**src/logic/sps_pkg.sv**
```systemverilog
// shared constants for the stepper phase sequencer
`default_nettype none
package sps_pkg;
  localparam int SPS_POS_W = 32;
  localparam int SPS_RATE_W = 16;
  localparam logic [7:0] SPS_NV_COUNT_ADDR = 8'h93;   // location 147
  localparam logic [7:0] SPS_NV_FIRST_ADDR = 8'h94;   // location 148
  localparam logic [7:0] SPS_NV_LAST_ADDR = 8'h9B;    // location 155
  localparam logic [3:0] SPS_USER_MIN = 4'h2;
  localparam logic [3:0] SPS_USER_MAX = 4'h8;
  localparam logic [2:0] SPS_IDX_RST = 3'h0;
  localparam logic [SPS_POS_W-1:0] SPS_POS_RST = 32'h0000_0000;
  localparam logic [3:0] SPS_PHASE_OFF = 4'hF;
  localparam logic [3:0] SPS_PULSE_CYC = 4'h8;
  localparam logic [SPS_RATE_W-1:0] SPS_RAMP_DIV_RST = 16'h0100;
  localparam int SPS_SYNC_STAGES = 2;
  typedef logic [3:0] sps_pat_t;
  typedef sps_pat_t [7:0] sps_table_t;
  localparam sps_table_t SPS_FULL_STEP_TABLE = {4'h6, 4'h5, 4'h9, 4'hA, 4'h6, 4'h5, 4'h9, 4'hA};
  localparam sps_table_t SPS_HALF_STEP_TABLE = {4'h2, 4'h6, 4'h4, 4'h5, 4'h1, 4'h9, 4'h8, 4'hA};
  localparam sps_table_t SPS_WAVE_DRIVE_TABLE = {4'h2, 4'h4, 4'h1, 4'h8, 4'h2, 4'h4, 4'h1, 4'h8};
  localparam sps_table_t SPS_BINARY_TRANSLATOR_TABLE =
    {4'hE, 4'h4, 4'hA, 4'h2, 4'hC, 4'hC, 4'h8, 4'h0};
  localparam sps_pat_t SPS_RES4_PAT = 4'h2;
  localparam sps_pat_t SPS_RES5_PAT = 4'h3;
  localparam sps_pat_t SPS_RES6_PAT = 4'hA;
  localparam sps_pat_t SPS_RES7_PAT = 4'h6;
  typedef enum logic [1:0] {
    SPS_INIT_CNT = 2'b00,
    SPS_INIT_TBL = 2'b01,
    SPS_INIT_DONE = 2'b11
  } sps_init_t;
endpackage
`default_nettype wire

```
**src/logic/sps_rate.sv**
```systemverilog
// step-rate generator with ramp toward a target period
`default_nettype none
module sps_rate #(
  parameter int RW = 16
) (
  input wire logic sys_clk, // clock
  input wire logic sys_rst, // synchronous reset
  input wire logic clk_en, // clock enable
  input wire logic run, // stepping wanted
  input wire logic [RW-1:0] target_period, // commanded period, cycles
  input wire logic [RW-1:0] start_period, // initial (slowest) period
  input wire logic [RW-1:0] accel_div, // ramp slope up
  input wire logic [RW-1:0] decel_div, // ramp slope down
  output logic step_tick, // one-cycle step request
  output logic [RW-1:0] cur_period // present period
);
  import sps_pkg::*;
  logic [RW-1:0] cnt_q, slope_q;
  wire faster = cur_period > target_period;
  wire slower = cur_period < target_period;
  wire [RW-1:0] slope = faster ? accel_div : decel_div;
  wire period_end = cnt_q >= cur_period;
  always_ff @(posedge sys_clk) begin
    if (sys_rst) begin
      cnt_q <= '0;
      slope_q <= '0;
      cur_period <= '1;
      step_tick <= 1'b0;
    end else if (clk_en) begin
      step_tick <= run && period_end;
      if (!run) begin
        cnt_q <= '0;
        cur_period <= start_period;
      end else if (period_end) begin
        cnt_q <= '0;
      end else begin
        cnt_q <= cnt_q + 1'b1;
      end
      // ramp one period unit every slope+1 ticks, either direction
      if (run && (faster || slower)) begin
        if (slope_q >= slope) begin
          slope_q <= '0;
          cur_period <= faster ? cur_period - 1'b1 : cur_period + 1'b1;
        end else begin
          slope_q <= slope_q + 1'b1;
        end
      end
    end
  end
endmodule // sps_rate
`default_nettype wire

```
**src/logic/sps_sync.sv**
```systemverilog
// two-flop synchroniser for a bus of asynchronous inputs
`default_nettype none
module sps_sync #(
  parameter int W = 4
) (
  input wire logic sys_clk, // clock
  input wire logic sys_rst, // synchronous reset
  input wire logic clk_en, // clock enable
  input wire logic [W-1:0] rst_val, // value held in reset
  input wire logic [W-1:0] async_in, // pin inputs
  output logic [W-1:0] sync_out // synchronised copy
);
  logic [W-1:0] meta_q;
  always_ff @(posedge sys_clk) begin
    if (sys_rst) begin
      meta_q <= rst_val;
      sync_out <= rst_val;
    end else if (clk_en) begin
      meta_q <= async_in;
      sync_out <= meta_q;
    end
  end
endmodule // sps_sync
`default_nettype wire

```
**src/logic/sps_top.sv**
```systemverilog
// stepper phase sequencer: tables, jog, position, trip, step/dir outputs
// Functional notes
// RL1: resolution 0 plays the full-step pattern twice
// RL2: resolution 1 plays the eight half-step states
// RL3: resolution 2 plays one-phase wave drive
// RL4: resolution 3 plays the binary translator sequence
// RL5: resolutions 4-7 hold fixed reserved patterns
// RL6: user length read from location 147, 2-8
// RL7: user states from 148-155, start at first
// RL8: user value 0 all off, 15 all on
// RL9: plus step advances index, wraps to one; the code wraps the index to 0, the first state
// RL10: minus step retreats index, wraps to last
// RL11: user table loads only during reset init
// RL12: direction, enable and step pulse outputs provided
// RL13: reset input high holds device in reset
// RL14: in reset all outputs high, off; the code holds position, trip_hit, go_start, nv_rd, init_done low
// RL15: jog and go ignored until init done
// RL16: two jog inputs, two selectable jog speeds
// RL17: position counter updates on every step
// RL18: trip compare fires action on position match
// RL19: ramp rate up or down, separate decel
// RL20: user bit n drives phase output n
`default_nettype none
module sps_top #(
  parameter int POS_W = sps_pkg::SPS_POS_W,
  parameter int RW = sps_pkg::SPS_RATE_W
) (
  input wire logic sys_clk, // 125 MHz clock
  input wire logic sys_rst, // synchronous reset, high
  input wire logic clk_en, // freezes all state when low
  input wire logic [2:0] resolution, // table select 0..7
  input wire logic user_mode, // use the stored user table
  input wire logic nv_ack, // nv read data valid
  input wire logic [7:0] nv_rdata, // nv read data
  input wire logic jog_plus_n, // pin: jog plus, low active
  input wire logic jog_minus_n, // pin: jog minus, low active
  input wire logic jog_fast_n, // pin: jog speed select, low = fast
  input wire logic go_n, // pin: go, low pulse
  input wire logic step_req, // move one step, pulse
  input wire logic step_dir, // direction of step_req, 1 = plus
  input wire logic motor_enable, // drive enable
  input wire logic [RW-1:0] jog_slow_period, // jog speed 0 period
  input wire logic [RW-1:0] jog_fast_period, // jog speed 1 period
  input wire logic [RW-1:0] start_period, // initial velocity period
  input wire logic [RW-1:0] accel_div, // accel slope
  input wire logic [RW-1:0] decel_div, // decel slope
  input wire logic [POS_W-1:0] trip_pos, // trip position
  input wire logic trip_arm, // enable trip compare
  input wire logic [5:0] trip_port_val, // port value, written inverted on trip
  input wire logic [RW-1:0] trip_period, // jog period after trip
  output logic nv_rd, // nv read strobe
  output logic [7:0] nv_addr, // nv address
  output logic [3:0] phase_n, // phase outputs, low = on
  output logic dir_out, // translator direction
  output logic enable_n, // translator enable, low = on
  output logic step_n, // translator step pulse, low
  output logic [POS_W-1:0] position, // position counter
  output logic trip_hit, // trip match pulse
  output logic [5:0] port_out, // general port image
  output logic go_start, // program start pulse
  output logic init_done // initialisation complete
);
  import sps_pkg::*;

  // pins pass two flops; reset value is the idle high level
  logic [3:0] pins_s;
  sps_sync #(.W(4)) u_sync (
    .sys_clk(sys_clk),
    .sys_rst(sys_rst),
    .clk_en(clk_en),
    .rst_val(4'hF),
    .async_in({go_n, jog_fast_n, jog_minus_n, jog_plus_n}),
    .sync_out(pins_s)
  );

  sps_init_t init_q, init_d;
  logic [3:0] ulen_q;
  logic [2:0] uidx_q;
  logic [2:0] idx_q;
  sps_table_t user_q;
  logic go_s_q;
  logic pulse_act_q;
  logic [3:0] pulse_q;
  logic trip_lock_q;
  logic trip_mode_q;

  wire active = init_q == SPS_INIT_DONE; // [RL15]
  wire jog_p = active && !pins_s[0]; // [RL15]
  wire jog_m = active && !pins_s[1];
  wire jogging = jog_p ^ jog_m;
  wire go_fall = active && go_s_q && !pins_s[3]; // [RL15]

  // jog speed choice; after a trip the jog period changes to the trip period
  wire [RW-1:0] jog_target = trip_mode_q ? trip_period :
    (!pins_s[2] ? jog_fast_period : jog_slow_period); // [RL16] [RL18]
  logic jog_tick;
  sps_rate #(.RW(RW)) u_rate (
    .sys_clk(sys_clk),
    .sys_rst(sys_rst),
    .clk_en(clk_en),
    .run(jogging),
    .target_period(jog_target),
    .start_period(start_period),
    .accel_div(accel_div),
    .decel_div(decel_div),
    .step_tick(jog_tick),
    .cur_period()
  ); // [RL19]

  // a step from jog wins over a bus step in the same cycle
  // a tick landing as the jog pin is released is dropped, so it cannot step the wrong way
  wire jog_step = jog_tick && jogging;
  wire do_step = active && (jog_step || step_req) && !pulse_act_q; // [RL17]
  wire step_plus = jog_step ? jog_p : step_dir;

  // user length outside 2..8 clamps to the nearest legal length
  wire [3:0] nv_len = nv_rdata[3:0];
  wire [3:0] len_clamped = (nv_rdata > 8'h08) ? SPS_USER_MAX :
    ((nv_len < SPS_USER_MIN) ? SPS_USER_MIN : nv_len); // [RL6]
  wire [2:0] last_idx = user_mode ? 3'(ulen_q - 4'h1) : 3'h7;
  wire [2:0] idx_inc = (idx_q == last_idx) ? SPS_IDX_RST : idx_q + 3'h1; // [RL9]
  wire [2:0] idx_dec = (idx_q == SPS_IDX_RST) ? last_idx : idx_q - 3'h1; // [RL10]
  wire [2:0] idx_next = step_plus ? idx_inc : idx_dec;

  // pattern bits are listed phase 3 .. phase 0, so bit n feeds phase n
  logic [3:0] pattern;
  always_comb begin
    pattern = SPS_PHASE_OFF;
    if (user_mode) begin
      pattern = user_q[idx_q]; // [RL20]
    end else begin
      unique case (resolution)
        3'h0: pattern = SPS_FULL_STEP_TABLE[idx_q]; // [RL1]
        3'h1: pattern = SPS_HALF_STEP_TABLE[idx_q]; // [RL2]
        3'h2: pattern = SPS_WAVE_DRIVE_TABLE[idx_q]; // [RL3]
        3'h3: pattern = SPS_BINARY_TRANSLATOR_TABLE[idx_q]; // [RL4]
        3'h4: pattern = SPS_RES4_PAT; // [RL5]
        3'h5: pattern = SPS_RES5_PAT; // [RL5]
        3'h6: pattern = SPS_RES6_PAT; // [RL5]
        3'h7: pattern = SPS_RES7_PAT; // [RL5]
      endcase
    end
  end

  // a one in the pattern means phase on, which is a low pin
  wire [3:0] phase_d = active && motor_enable ? ~pattern : SPS_PHASE_OFF; // [RL8]

  wire [POS_W-1:0] pos_next = step_plus ? position + 1'b1 : position - 1'b1;
  wire trip_match = trip_arm && !trip_lock_q && (position == trip_pos); // [RL18]

  // init: read length, then the eight table slots, only after reset
  always_comb begin
    init_d = init_q;
    unique case (init_q)
      SPS_INIT_CNT: if (nv_ack) init_d = SPS_INIT_TBL;
      SPS_INIT_TBL: if (nv_ack && uidx_q == 3'h7) init_d = SPS_INIT_DONE;
      SPS_INIT_DONE: init_d = SPS_INIT_DONE;
      default: init_d = SPS_INIT_CNT;
    endcase
  end

  always_ff @(posedge sys_clk) begin
    if (sys_rst) begin // [RL13] [RL11]
      init_q <= SPS_INIT_CNT;
      ulen_q <= SPS_USER_MAX;
      uidx_q <= SPS_IDX_RST;
      nv_rd <= 1'b0;
      nv_addr <= SPS_NV_COUNT_ADDR;
      init_done <= 1'b0;
    end else if (clk_en) begin
      init_q <= init_d;
      init_done <= init_d == SPS_INIT_DONE;
      nv_rd <= init_d != SPS_INIT_DONE;
      if (init_q == SPS_INIT_CNT && nv_ack) begin
        ulen_q <= len_clamped; // [RL6]
        nv_addr <= SPS_NV_FIRST_ADDR;
      end
      if (init_q == SPS_INIT_TBL && nv_ack) begin
        uidx_q <= uidx_q + 3'h1;
        nv_addr <= (nv_addr == SPS_NV_LAST_ADDR) ? nv_addr : nv_addr + 8'h01; // [RL7]
      end
    end
  end

  // user table storage written only by the init walk
  genvar g;
  for (g = 0; g < 8; g++) begin : g_user
    always_ff @(posedge sys_clk) begin
      if (sys_rst) begin
        user_q[g] <= '0;
      end else if (clk_en && init_q == SPS_INIT_TBL && nv_ack && uidx_q == 3'(g)) begin
        user_q[g] <= nv_rdata[3:0]; // [RL7] [RL11]
      end
    end
  end

  always_ff @(posedge sys_clk) begin
    if (sys_rst) begin // [RL14]
      idx_q <= SPS_IDX_RST; // [RL7]
      phase_n <= SPS_PHASE_OFF;
      dir_out <= 1'b1;
      enable_n <= 1'b1;
      step_n <= 1'b1;
      pulse_act_q <= 1'b0;
      pulse_q <= '0;
      position <= SPS_POS_RST;
      go_s_q <= 1'b1;
      go_start <= 1'b0;
      trip_hit <= 1'b0;
      trip_lock_q <= 1'b0;
      trip_mode_q <= 1'b0;
      port_out <= 6'h3F;
    end else if (clk_en) begin
      go_s_q <= pins_s[3];
      go_start <= go_fall; // [RL15]
      phase_n <= phase_d;
      enable_n <= !(active && motor_enable); // [RL12]
      if (do_step) begin
        idx_q <= idx_next; // [RL9] [RL10]
        position <= pos_next; // [RL17]
        dir_out <= step_plus; // [RL12]
        step_n <= 1'b0; // [RL12]
        pulse_act_q <= 1'b1;
        pulse_q <= SPS_PULSE_CYC;
      end else if (pulse_act_q) begin
        // step pulse held low, then high again before the next step
        if (pulse_q == 4'h0) begin
          pulse_act_q <= 1'b0;
        end else begin
          pulse_q <= pulse_q - 4'h1;
          if (pulse_q == 4'h1) step_n <= 1'b1;
        end
      end
      // one trip per arming; dropping trip_arm rearms it
      trip_hit <= trip_match; // [RL18]
      if (!trip_arm) begin
        trip_lock_q <= 1'b0;
        trip_mode_q <= 1'b0;
      end else if (trip_match) begin
        trip_lock_q <= 1'b1;
        trip_mode_q <= 1'b1; // [RL18]
        port_out <= ~trip_port_val; // [RL18]
      end
    end
  end
endmodule // sps_top
`default_nettype wire

```
**config.mk**
```make
export PLATFORM = sky130hd
export DESIGN_NAME = sps_top
export DESIGN_NICKNAME = d
export VERILOG_FILES = /design/src/logic/sps_pkg.sv /design/src/logic/sps_rate.sv /design/src/logic/sps_sync.sv /design/src/logic/sps_top.sv
export SDC_FILE = /design/constraint.sdc
export NUM_CORES = 1
export LEC_CHECK = 0
export BUFFER_PORTS_ARGS = -buffer_cell sky130_fd_sc_hd__buf_2
export CAP_MARGIN = 30
export CORE_ASPECT_RATIO = 1.1
export CORE_MARGIN = 3
export CORE_UTILIZATION = 40
export DETAILED_ROUTE_END_ITERATION = 7
export PLACE_DENSITY = 0.6
export RECOVER_POWER = 25
export SYNTH_ARGS = -nofsm -noshare
export SYNTH_HDL_FRONTEND = slang
export SYNTH_SLANG_ARGS = --single-unit
```
**constraint.sdc**
```tcl
create_clock -name sys_clk -period 11.92 [get_ports sys_clk]
set_clock_uncertainty 0.15 [all_clocks]
set_input_delay 0.596 -clock sys_clk [delete_from_list [all_inputs] [get_ports sys_clk]]
set_output_delay 0.596 -clock sys_clk [all_outputs]
set_load 0.005 [all_outputs]
```
==> impl_metrics.env, run 1 <==
export IMPL_cp_slowest_cell="dfxtp_1"
export IMPL_instances_no_fill=1987
export IMPL_path_common_cell="a21oi_1"
export IMPL_hold_viol_final=0
export IMPL_yosys_top_cells_area="dfxtp_1, ha_1, mux2i_1"
export IMPL_synth_seq_cells=178
export IMPL_final_common_cell="buf_2"
export IMPL_routed_wl_um=32670
export IMPL_drv_slew=54
export IMPL_relSlewSlack_pct=-55.18
export IMPL_worst_pin_slew_ps=2328
export IMPL_stdcell_area_sq_um=13840
export IMPL_p_switching_w=0.0004217
export IMPL_dr_pass1_iters=5
export IMPL_worstHoldStart="jog_plus_n"
export IMPL_ant_nets=0
export IMPL_top_layer="met4"
export IMPL_yosys_warnings=0
export IMPL_dp_cells=1955
export IMPL_pwr_share_comb_pct=17.5
export IMPL_clkPwrFrac_pct=40.1
export IMPL_wl_met2_um=15300
export IMPL_clock_path_buffers=2
export IMPL_post_cts_setup_buffer_count=0
export IMPL_syn_area_sq_um=11890
export IMPL_initial_core_util_pct=41.08
export IMPL_antenna_cells=0
export IMPL_drive_gt1_share_pct=17.48
export IMPL_drt_iter0_markers=533
export IMPL_wire_per_inst_um=16.44
export IMPL_num_rows=65
export IMPL_regArea_sq_um=3563
export IMPL_design_core_area_sq_um=28950
export IMPL_internal_power_w=0.001021
export IMPL_dr_wl_met3_um=1545
export IMPL_cts_root_buf="clkbuf_16"
export IMPL_period_share_pct=54.97
export IMPL_worst_ep_arrival_time_ps=6700
export IMPL_rsz0062_at_grt="no"
export IMPL_multiInputGateArea_sq_um=7828
export IMPL_switching_share_pct=29.22
export IMPL_die_w_um=170.4
export IMPL_clk_latency_ps=440
export IMPL_synth_top_area_cell="dfxtp_1"
export IMPL_grt_pass1_vias=10450
export IMPL_dp_hpwl_um=24560
export IMPL_synth_cells=1429
export IMPL_cts_clk_slew_worst_paths_ps=70
export IMPL_synthArstFlopShare_pct=0
export IMPL_cts_hold_buf=0
export IMPL_vias=10720
export IMPL_p_leak_nw=6.136
export IMPL_num_nets_final=1877
export IMPL_cts_inserted_buffers=17
export IMPL_ys_flop_type="dfxtp_1"
export IMPL_netlist_area_leader_share_pct=29.96
export IMPL_cpPeakStageDelay_ps=930
export IMPL_grt_usage_pct=20.10
export IMPL_critical_path_class="flip-flop to flip-flop"
export IMPL_io_buffers=214
export IMPL_io_pins=215
export IMPL_peakVddDrop_mv=0.08998
export IMPL_endpoint_kind="flip-flop"
export IMPL_setup_viol=0
export IMPL_reg2reg_depth=21
export IMPL_violations="max-capacitance violations, max-slew violations"
export IMPL_hp_class="input port to flip-flop"
export IMPL_drt_met1_wl_um=15070
export IMPL_cts_sinks=178
export IMPL_synth_cell_types=76
export IMPL_cts_htree_levels=4
export IMPL_overflow=0
export IMPL_path_cells="mux2i_1 -> nor2_1 -> a21oi_1 -> ha_1 -> and4_1 -> nand4_1 -> a21oi_1 -> nor3_1 -> o21a_1 -> nor2_4 -> mux2_2 -> ha_1 -> nand2b_1 -> a21oi_1 -> nor2b_1 -> o21ai_0 -> a2111oi_0 -> o21ai_1 -> nor2_2 -> a21o_1 -> nor2_1"
export IMPL_timing_rr_start="u_sync.sync_out[2]"
export IMPL_final_cell_mix="buf_2, dfxtp_1, nor2_1"
export IMPL_period_minus_slack_ps=6552
export IMPL_dieArea_sq_um=31840
export IMPL_n_fill_cell=2905
export IMPL_die_h_um=186.9
export IMPL_grt_max_degree=85
export IMPL_power_frac_seq_pct=42.4
export IMPL_min_path_cells=2
export IMPL_gp_congestion=0.8876
export IMPL_powerDensity_nw_per_um2=104.3
export IMPL_cts_resized=0
export IMPL_fin_hold_ws_ps=219.8
export IMPL_area_delta_synth_final_pct=16.34
export IMPL_drc_errors=0
export IMPL_antenna_found_initial=0
export IMPL_max_freq_mhz=152.6
export IMPL_synth_enable_flop_cells=0
export IMPL_cts_tree="built"
export IMPL_maxCapViolCount=1
export IMPL_cp_startpoint="u_sync.sync_out[2]"
export IMPL_routed_via_density=5.395
export IMPL_grt_pass1_wl_um=52400
export IMPL_synth_nets=1700
export IMPL_crit_fanout=32
export IMPL_syn_mean_instance_area_sq_um=8.323
export IMPL_required_ps=12070
export IMPL_status="finished with violations"
export IMPL_ys_seq_area_share_pct=29.96
export IMPL_tns_ps=0
export IMPL_start_kind="flip-flop"
export IMPL_post_dp_cell_area_sq_um=13260
synthesized netlist by cell type, drive strengths merged (23+ instances only):
library cell    n
nand2         109
o21ai          48
a21oi         123
xnor2          71
a21o           44
xor2           23
ha            111
nand3          64
dfxtp         178
nor3           28
nor2          149
inv            69
mux2i          64
clkbuf         48
kinds of logic after synthesis:
group	after synthesis	share of synthesized area, %
compound gates	350	19.67
xor+xnor	94	6.922
fa+ha+maj	113	12.01
buf+inv	135	4.408
flops	178	29.96
mux	77	7.469
simple gates	482	19.56
path summary, 6_finish.rpt:
path / to / slack (ps)
max: u_rate.slope_q[15] / 5370
max reg2reg: u_rate.slope_q[15] / 5370
min reg2reg: user_q[30] / 310
min: u_sync.meta_q[0] / 220
layer usage:
layer,GRT usage [%],vias up
li1,-,5474
met4,6.273,0
met1,25.78,4974
met5,0,-
met3,3.784,39
met2,34.11,233
stage by stage:
stage               utilization [%]  total power, W  setup slack, ps
floorplan                         -       0.0008025             6531
global placement              45.80       0.0008736             5719
detailed placement            45.80       0.0008770             5402
CTS                           47.87        0.001460             5384
global route                  47.79        0.001515             4974
finish                        47.79        0.001443             5368
worst max-delay path, delay by kind of cell, from the launching register on:
| kind | cells | cell delay, ps |
|---|---|---|
| compound gates | 8 | 1970 |
| fa+ha+maj | 2 | 590 |
| flops | 1 | 930 |
| mux | 2 | 590 |
| simple gates | 9 | 2170 |
flip-flops by register name, summed over array words and instances, names as in the netlist, 6 cells and up, named ones only:
signal             count
u_rate.slope_q        16
nv_addr                8
port_out               6
u_rate.cnt_q          16
user_q                32
u_rate.cur_period     16
position              32
area by class of cell:
cell class,instances,share of cell area (%)
Sequential cell,178,25.75
Multi-Input combinational cell,1116,56.57
Inverter,69,1.872
Timing Repair Buffer,224,8.129
Tap cell,368,3.328
Clock inverter,14,1.176
Clock buffer,18,3.174
power by group through the flow:
stage               clock, W  sequential [W]  combinational, W
global placement           0        0.000626          0.000248
finish              0.000579        0.000612          0.000252
detailed placement         0        0.000626          0.000251
floorplan                  0        0.000620          0.000182
global route        0.000621        0.000613          0.000281
CTS                 0.000596        0.000612          0.000252
Note: power is estimated with default switching activity, not from simulation.
==> run 2, diff against run 1 <==
PLACE_DENSITY = 0.63   (was 0.6)
clock period = 5.4 ns   (was 11.92 ns; I/O delays follow)
==> run 2 against run 1 <==
Net effect:
- the run still ends with max-capacitance violations, max-slew violations left
- worst hold slack worse by 180 ps
- critical path type unchanged
- critical endpoint is now u_rate.slope_q[3]
- register-to-register slack lost 5000 ps
- critical path depth increased by 2
- final cell count rose by 1.3%
- largest power group unchanged
- clock power rose by 110%
- largest cell class unchanged
- via count rose by 2.0%
- highest routed layer unchanged
- sequential cell count unchanged
==> impl_metrics.env, run 2 (same netlist as run 1, synthesis figures left out) <==
export IMPL_status="finished with violations"
export IMPL_violations="max-capacitance violations, max-slew violations"
export IMPL_die_h_um=186.9
export IMPL_crit_fanout=15
export IMPL_grt_max_degree=77
export IMPL_ant_nets=0
export IMPL_cts_sinks=178
export IMPL_period_minus_slack_ps=5041
export IMPL_period_share_pct=93.35
export IMPL_p_leak_nw=6.233
export IMPL_routed_via_density=5.434
export IMPL_start_kind="flip-flop"
export IMPL_cpPeakStageDelay_ps=490
export IMPL_finalWorstSetupSlack_ps=358.9
export IMPL_path_cells="buf_12 -> mux2i_1 -> nor2_1 -> a21oi_1 -> ha_1 -> a21o_1 -> a21o_1 -> a22o_1 -> nor3_1 -> o21a_1 -> nor2_4 -> buf_4 -> mux2i_1 -> ha_1 -> a21oi_1 -> nor2b_1 -> o21ai_0 -> a2111oi_0 -> o21ai_1 -> buf_4 -> nor2_2 -> a21o_1 -> nor2_1"
export IMPL_peakVddDrop_mv=0.1633
export IMPL_gp_congestion=0.8672
export IMPL_cts_root_buf="clkbuf_16"
export IMPL_grt_pass1_wl_um=52840
export IMPL_grt_usage_pct=20.15
export IMPL_relSlewSlack_pct=-52.43
export IMPL_vias=10940
export IMPL_dr_pass1_iters=5
export IMPL_path_buf_inv=3
export IMPL_reg_top3="position (32), user_q (32)"
export IMPL_worst_pin_slew_ps=2286
export IMPL_powerDensity_nw_per_um2=223.3
export IMPL_cts_htree_levels=4
export IMPL_tns_ps=0
export IMPL_clk_latency_ps=440
export IMPL_maxCapViolCount=1
export IMPL_cts_inserted_buffers=17
export IMPL_drc_errors=0
export IMPL_io_buffers=214
export IMPL_required_ps=5560
export IMPL_pre_cts_slack_ps=360.2
export IMPL_post_cts_setup_buffer_count=0
export IMPL_design_core_area_sq_um=28950
export IMPL_dieArea_sq_um=31840
export IMPL_power_w=0.003142
export IMPL_cp_slowest_cell="dfxtp_1"
export IMPL_antenna_found_initial=0
export IMPL_io_pins=215
export IMPL_area_delta_synth_final_pct=18.28
export IMPL_worst_ep_arrival_time_ps=5200
export IMPL_cts_tree="built"
export IMPL_clock_path_buffers=2
export IMPL_final_cell_mix="buf_2, dfxtp_1, nor2_1"
export IMPL_die_w_um=170.4
export IMPL_final_common_cell="buf_2"
export IMPL_path_common_cell="a21o_1"
export IMPL_endpoint_kind="flip-flop"
export IMPL_initial_core_util_pct=41.08
export IMPL_num_rows=65
export IMPL_num_nets_final=1903
export IMPL_rsz0062_at_grt="no"
export IMPL_drt_iter0_markers=476
export IMPL_hold_viol_final=0
export IMPL_grt_pass1_vias=10610
export IMPL_max_freq_mhz=198.4
export IMPL_hp_class="input port to flip-flop"
export IMPL_routed_wl_um=32830
export IMPL_antenna_cells=0
export IMPL_cts_clk_slew_worst_paths_ps=80
export IMPL_critical_path_class="flip-flop to flip-flop"
export IMPL_overflow=0
export IMPL_drv_slew=54
export IMPL_wire_per_inst_um=16.31
export IMPL_critical_path_top_delay_family="compound AO/OA/AOI/OAI gates"
export IMPL_drive_gt1_share_pct=17.45
export IMPL_dp_hpwl_um=24760
export IMPL_setup_viol=0
run 2: cell types whose count changed in the layout (fill, tap and decap cells not counted), moves of 2 or more:
cell,delta
buf_2,-2
buf_4,+5
clkbuf_1,+3
clkinvlp_4,+2
dlygate4sd3_1,+19
run 2: per-layer routing:
layer,share of wire [%],track usage (%),vias to the layer above,routed length [um]
met5,0,0,-,0
li1,-,-,5524,-
met1,45,25.75,5119,14740
met4,2.5,6.461,0,813
met2,48,34.23,250,15620
met3,5.0,3.784,46,1657
run 2: path summary, 6_finish.rpt:
path,endpoint,from,cells after the start,slack (ps)
max,u_rate.slope_q[3],u_sync.sync_out[2],23,360
min reg2reg,ulen_q[1],ulen_q[1],2,310
min,user_q[13],nv_rdata[1],3,40
max reg2reg,u_rate.slope_q[3],u_sync.sync_out[2],23,360
run 2: tightest hold or removal path, cell delays in order:
cell and delay (ps):
buf_2 170, nand3_1 80, a21oi_1 60
run 2: where the power goes:
group          internal (W)  switching, W
Combinational      0.000267      0.000308
Clock              0.000614      0.000604
Sequential          0.00133     0.0000208
run 2: area by class of cell:
cell class	instances	area, sq um
well taps	368	460.4
clock buffers	18	429.2
fillers	2849	14880
clock inverters	14	143.9
flip-flops and latches	178	3563
inverters	69	259.0
repair buffers	250	1385
multi-input cells	1116	7828
run 2: per-stage QoR:
step / std cells / cell area, sq um / util [%] / hold WS [ps]
2_1_floorplan: 1429 / 11890 / - / 242.4
3_3_place_gp: 1961 / 13320 / 45.99 / 289.9
3_5_place_dp: 1962 / 13330 / 46.05 / 298.6
4_1_cts: 2013 / 14090 / 48.68 / 9.120
5_1_grt: 2013 / 14070 / 48.59 / 44.00
6_report: 2013 / 14070 / 48.59 / 38.68
run 2: what timing repair did:
item / in CTS / in global routing
resized for setup: 0 / 0
hold buffers: 19 / 0
hold endpoints to repair: 21 / 0
endpoints found under the setup margin: 0 / 0
==> run 3, diff against run 2 <==
ABC_AREA = 1   (was unset)
PLACE_DENSITY = 0.62   (was 0.63)
==> run 3 against run 2 <==
Net effect:
- the run now ends clean
- register-to-register slack better by 170 ps
- worst setup slack improved by 170 ps
- sequential power about the same
- clock-buffer cell count shrank 1
- sequential cell count did not move
- via count rose by 23%
- critical path depth fell by 1
- wire length increased by 26%
- worst hold slack got worse by 14 ps
- synthesized cell count increased by 36%
==> impl_metrics.env, run 3 <==
export IMPL_status="finished, final reports clean"
export IMPL_maxCapViolCount=0
export IMPL_synth_nets=2216
export IMPL_cts_sinks=178
export IMPL_cts_htree_levels=4
export IMPL_yosysMostFrequentCell="nand2_1"
export IMPL_num_nets_final=2421
export IMPL_io_buffers=214
export IMPL_crit_fanout=32
export IMPL_netlist_area_leader_share_pct=27.81
export IMPL_post_cts_setup_buffer_count=0
export IMPL_peakVddDrop_mv=0.2044
export IMPL_grt_pass1_vias=12900
export IMPL_ys_seq_area_share_pct=27.81
export IMPL_antenna_found_initial=0
export IMPL_synth_common_cells="nand2_1, a21oi_1, inv_1"
export IMPL_endpoint_kind="flip-flop"
export IMPL_hold_viol_final=0
export IMPL_drt_iter0_markers=941
export IMPL_gp_congestion=0.9132
export IMPL_max_freq_mhz=205.3
export IMPL_synthArstFlopShare_pct=0
export IMPL_wire_per_inst_um=16.04
export IMPL_synth_seq_cells=178
export IMPL_drc_errors=0
export IMPL_cts_root_buf="clkbuf_16"
export IMPL_cts_clk_slew_worst_paths_ps=80
export IMPL_overflow=0
export IMPL_synth_cell_types=54
export IMPL_grt_usage_pct=23.89
export IMPL_yosys_warnings=0
export IMPL_dieArea_sq_um=34220
export IMPL_design_core_area_sq_um=31480
export IMPL_synth_top_area_cell="dfxtp_1"
export IMPL_worst_pin_slew_ps=953.6
export IMPL_tns_ps=0
export IMPL_stdcell_area_sq_um=15010
export IMPL_synth_enable_flop_cells=0
export IMPL_setup_viol=0
export IMPL_min_path_cells=5
export IMPL_reg_top3="position (32), user_q (32)"
export IMPL_drive_gt1_share_pct=12.62
export IMPL_drv_slew=0
export IMPL_relSlewSlack_pct=35.84
export IMPL_clk_latency_ps=460
export IMPL_critical_path_class="flip-flop to flip-flop"
export IMPL_syn_mean_instance_area_sq_um=6.587
export IMPL_dr_pass1_iters=5
export IMPL_final_cell_mix="nand2_1, a21oi_1, buf_2"
export IMPL_grt_pass1_wl_um=66650
export IMPL_num_rows=68
export IMPL_dp_cells=2533
export IMPL_routed_wl_um=41450
export IMPL_synth_cells=1945
export IMPL_fin_hold_ws_ps=24.46
export IMPL_n_fill_cell=3306
export IMPL_powerDensity_nw_per_um2=222.8
export IMPL_final_common_cell="nand2_1"
export IMPL_start_kind="flip-flop"
export IMPL_hp_class="input port to flip-flop"
export IMPL_instances_no_fill=2584
export IMPL_cts_inserted_buffers=17
export IMPL_clock_path_buffers=2
export IMPL_routed_via_density=5.216
export IMPL_required_ps=5610
export IMPL_io_pins=215
export IMPL_initial_core_util_pct=40.70
export IMPL_regArea_sq_um=3563
export IMPL_period_minus_slack_ps=4871
export IMPL_dp_hpwl_um=32200
export IMPL_grt_max_degree=70
export IMPL_die_w_um=176.6
export IMPL_cts_tree="built"
export IMPL_ys_flop_type="dfxtp_1"
export IMPL_rsz0062_at_grt="no"
export IMPL_multiInputGateArea_sq_um=8250
export IMPL_yosys_top_cells_area="dfxtp_1, nand2_1, ha_1"
export IMPL_worst_ep_arrival_time_ps=5080
export IMPL_ant_nets=0
export IMPL_die_h_um=193.7
export IMPL_post_dp_cell_area_sq_um=14240
export IMPL_period_share_pct=90.20
export IMPL_vias=13480
export IMPL_syn_area_sq_um=12810
export IMPL_reg2reg_depth=22
export IMPL_p_leak_nw=7.153
export IMPL_area_delta_synth_final_pct=17.13
run 3: path summary, 6_finish.rpt:
check                                       from                     to  slack, ps
worst max-delay path                 trip_mode_q  u_rate.cur_period[10]        530
worst min-delay path            start_period[10]  u_rate.cur_period[10]         20
worst max register to register       trip_mode_q  u_rate.cur_period[10]        530
worst min register to register  u_sync.meta_q[2]       u_sync.meta_q[2]        310
run 3: kinds of logic after synthesis:
group | after synthesis | synth area share (%)
buf+inv | 256 | 7.793
xor+xnor | 63 | 4.307
mux | 15 | 1.172
fa+ha+maj | 113 | 11.15
simple gates | 906 | 30.27
compound gates | 414 | 17.49
flops | 178 | 27.81
run 3: repair_timing:
action / in CTS / in global routing
gates resized for setup: 0 / 1
setup endpoints to repair: 0 / 1
hold endpoints to repair: 16 / 0
hold buffers: 18 / 0
run 3: stage by stage:
| stage | setup WS [ps] | power [W] | util, % |
|---|---|---|---|
| global placement | 677.3 | 0.002051 | 45.19 |
| detailed placement | 572.1 | 0.002053 | 45.23 |
| floorplan | 1431 | 0.001841 | - |
| CTS | 556.5 | 0.003369 | 47.76 |
| global route | 11.39 | 0.003517 | 47.66 |
| finish | 529.3 | 0.003343 | 47.67 |
run 3: layout make-up:
class,instances,area share (%)
multi-input combinational,1511,54.98
sequential,178,23.75
timing repair buffer,241,8.629
inverter,201,5.028
tap,420,3.502
clock buffer,17,2.835
clock inverter,15,1.267
antenna,1,0.01667
run 3: report_power, final:
part	switching (W)	leakage [nW]	internal, W
Clock	0.000637	0.293	0.000668
Combinational	0.000413	5.42	0.000264
Sequential	0.0000267	1.44	0.00133
Total	0.00108	7.15	0.00227
run 3: worst max-delay path, stage by stage (launching register included):
cell     delay, ps
dfxtp_1        320
inv_1          610
o21ai_0        240
ha_1           360
nand4_1        130
nor2_1         170
nand4_1        170
nand2_1        130
buf_4          310
mux2i_1        130
ha_1           310
nand2_1         50
inv_1           60
nand3_1         90
nor2_1         160
nand3_1         90
nand3_1         90
buf_4          190
inv_1          110
nor2_2         540
o21ai_0        180
nand3_1        100
nand2_1         50
run 3: per-layer routing:
metal	GRT usage (%)	vias to the layer above	wire length, um
li1	-	6878	-
met1	29.87	6181	18120
met2	42.20	344	20250
met3	3.447	74	1996
met4	7.480	0	1083
met5	0	-	0
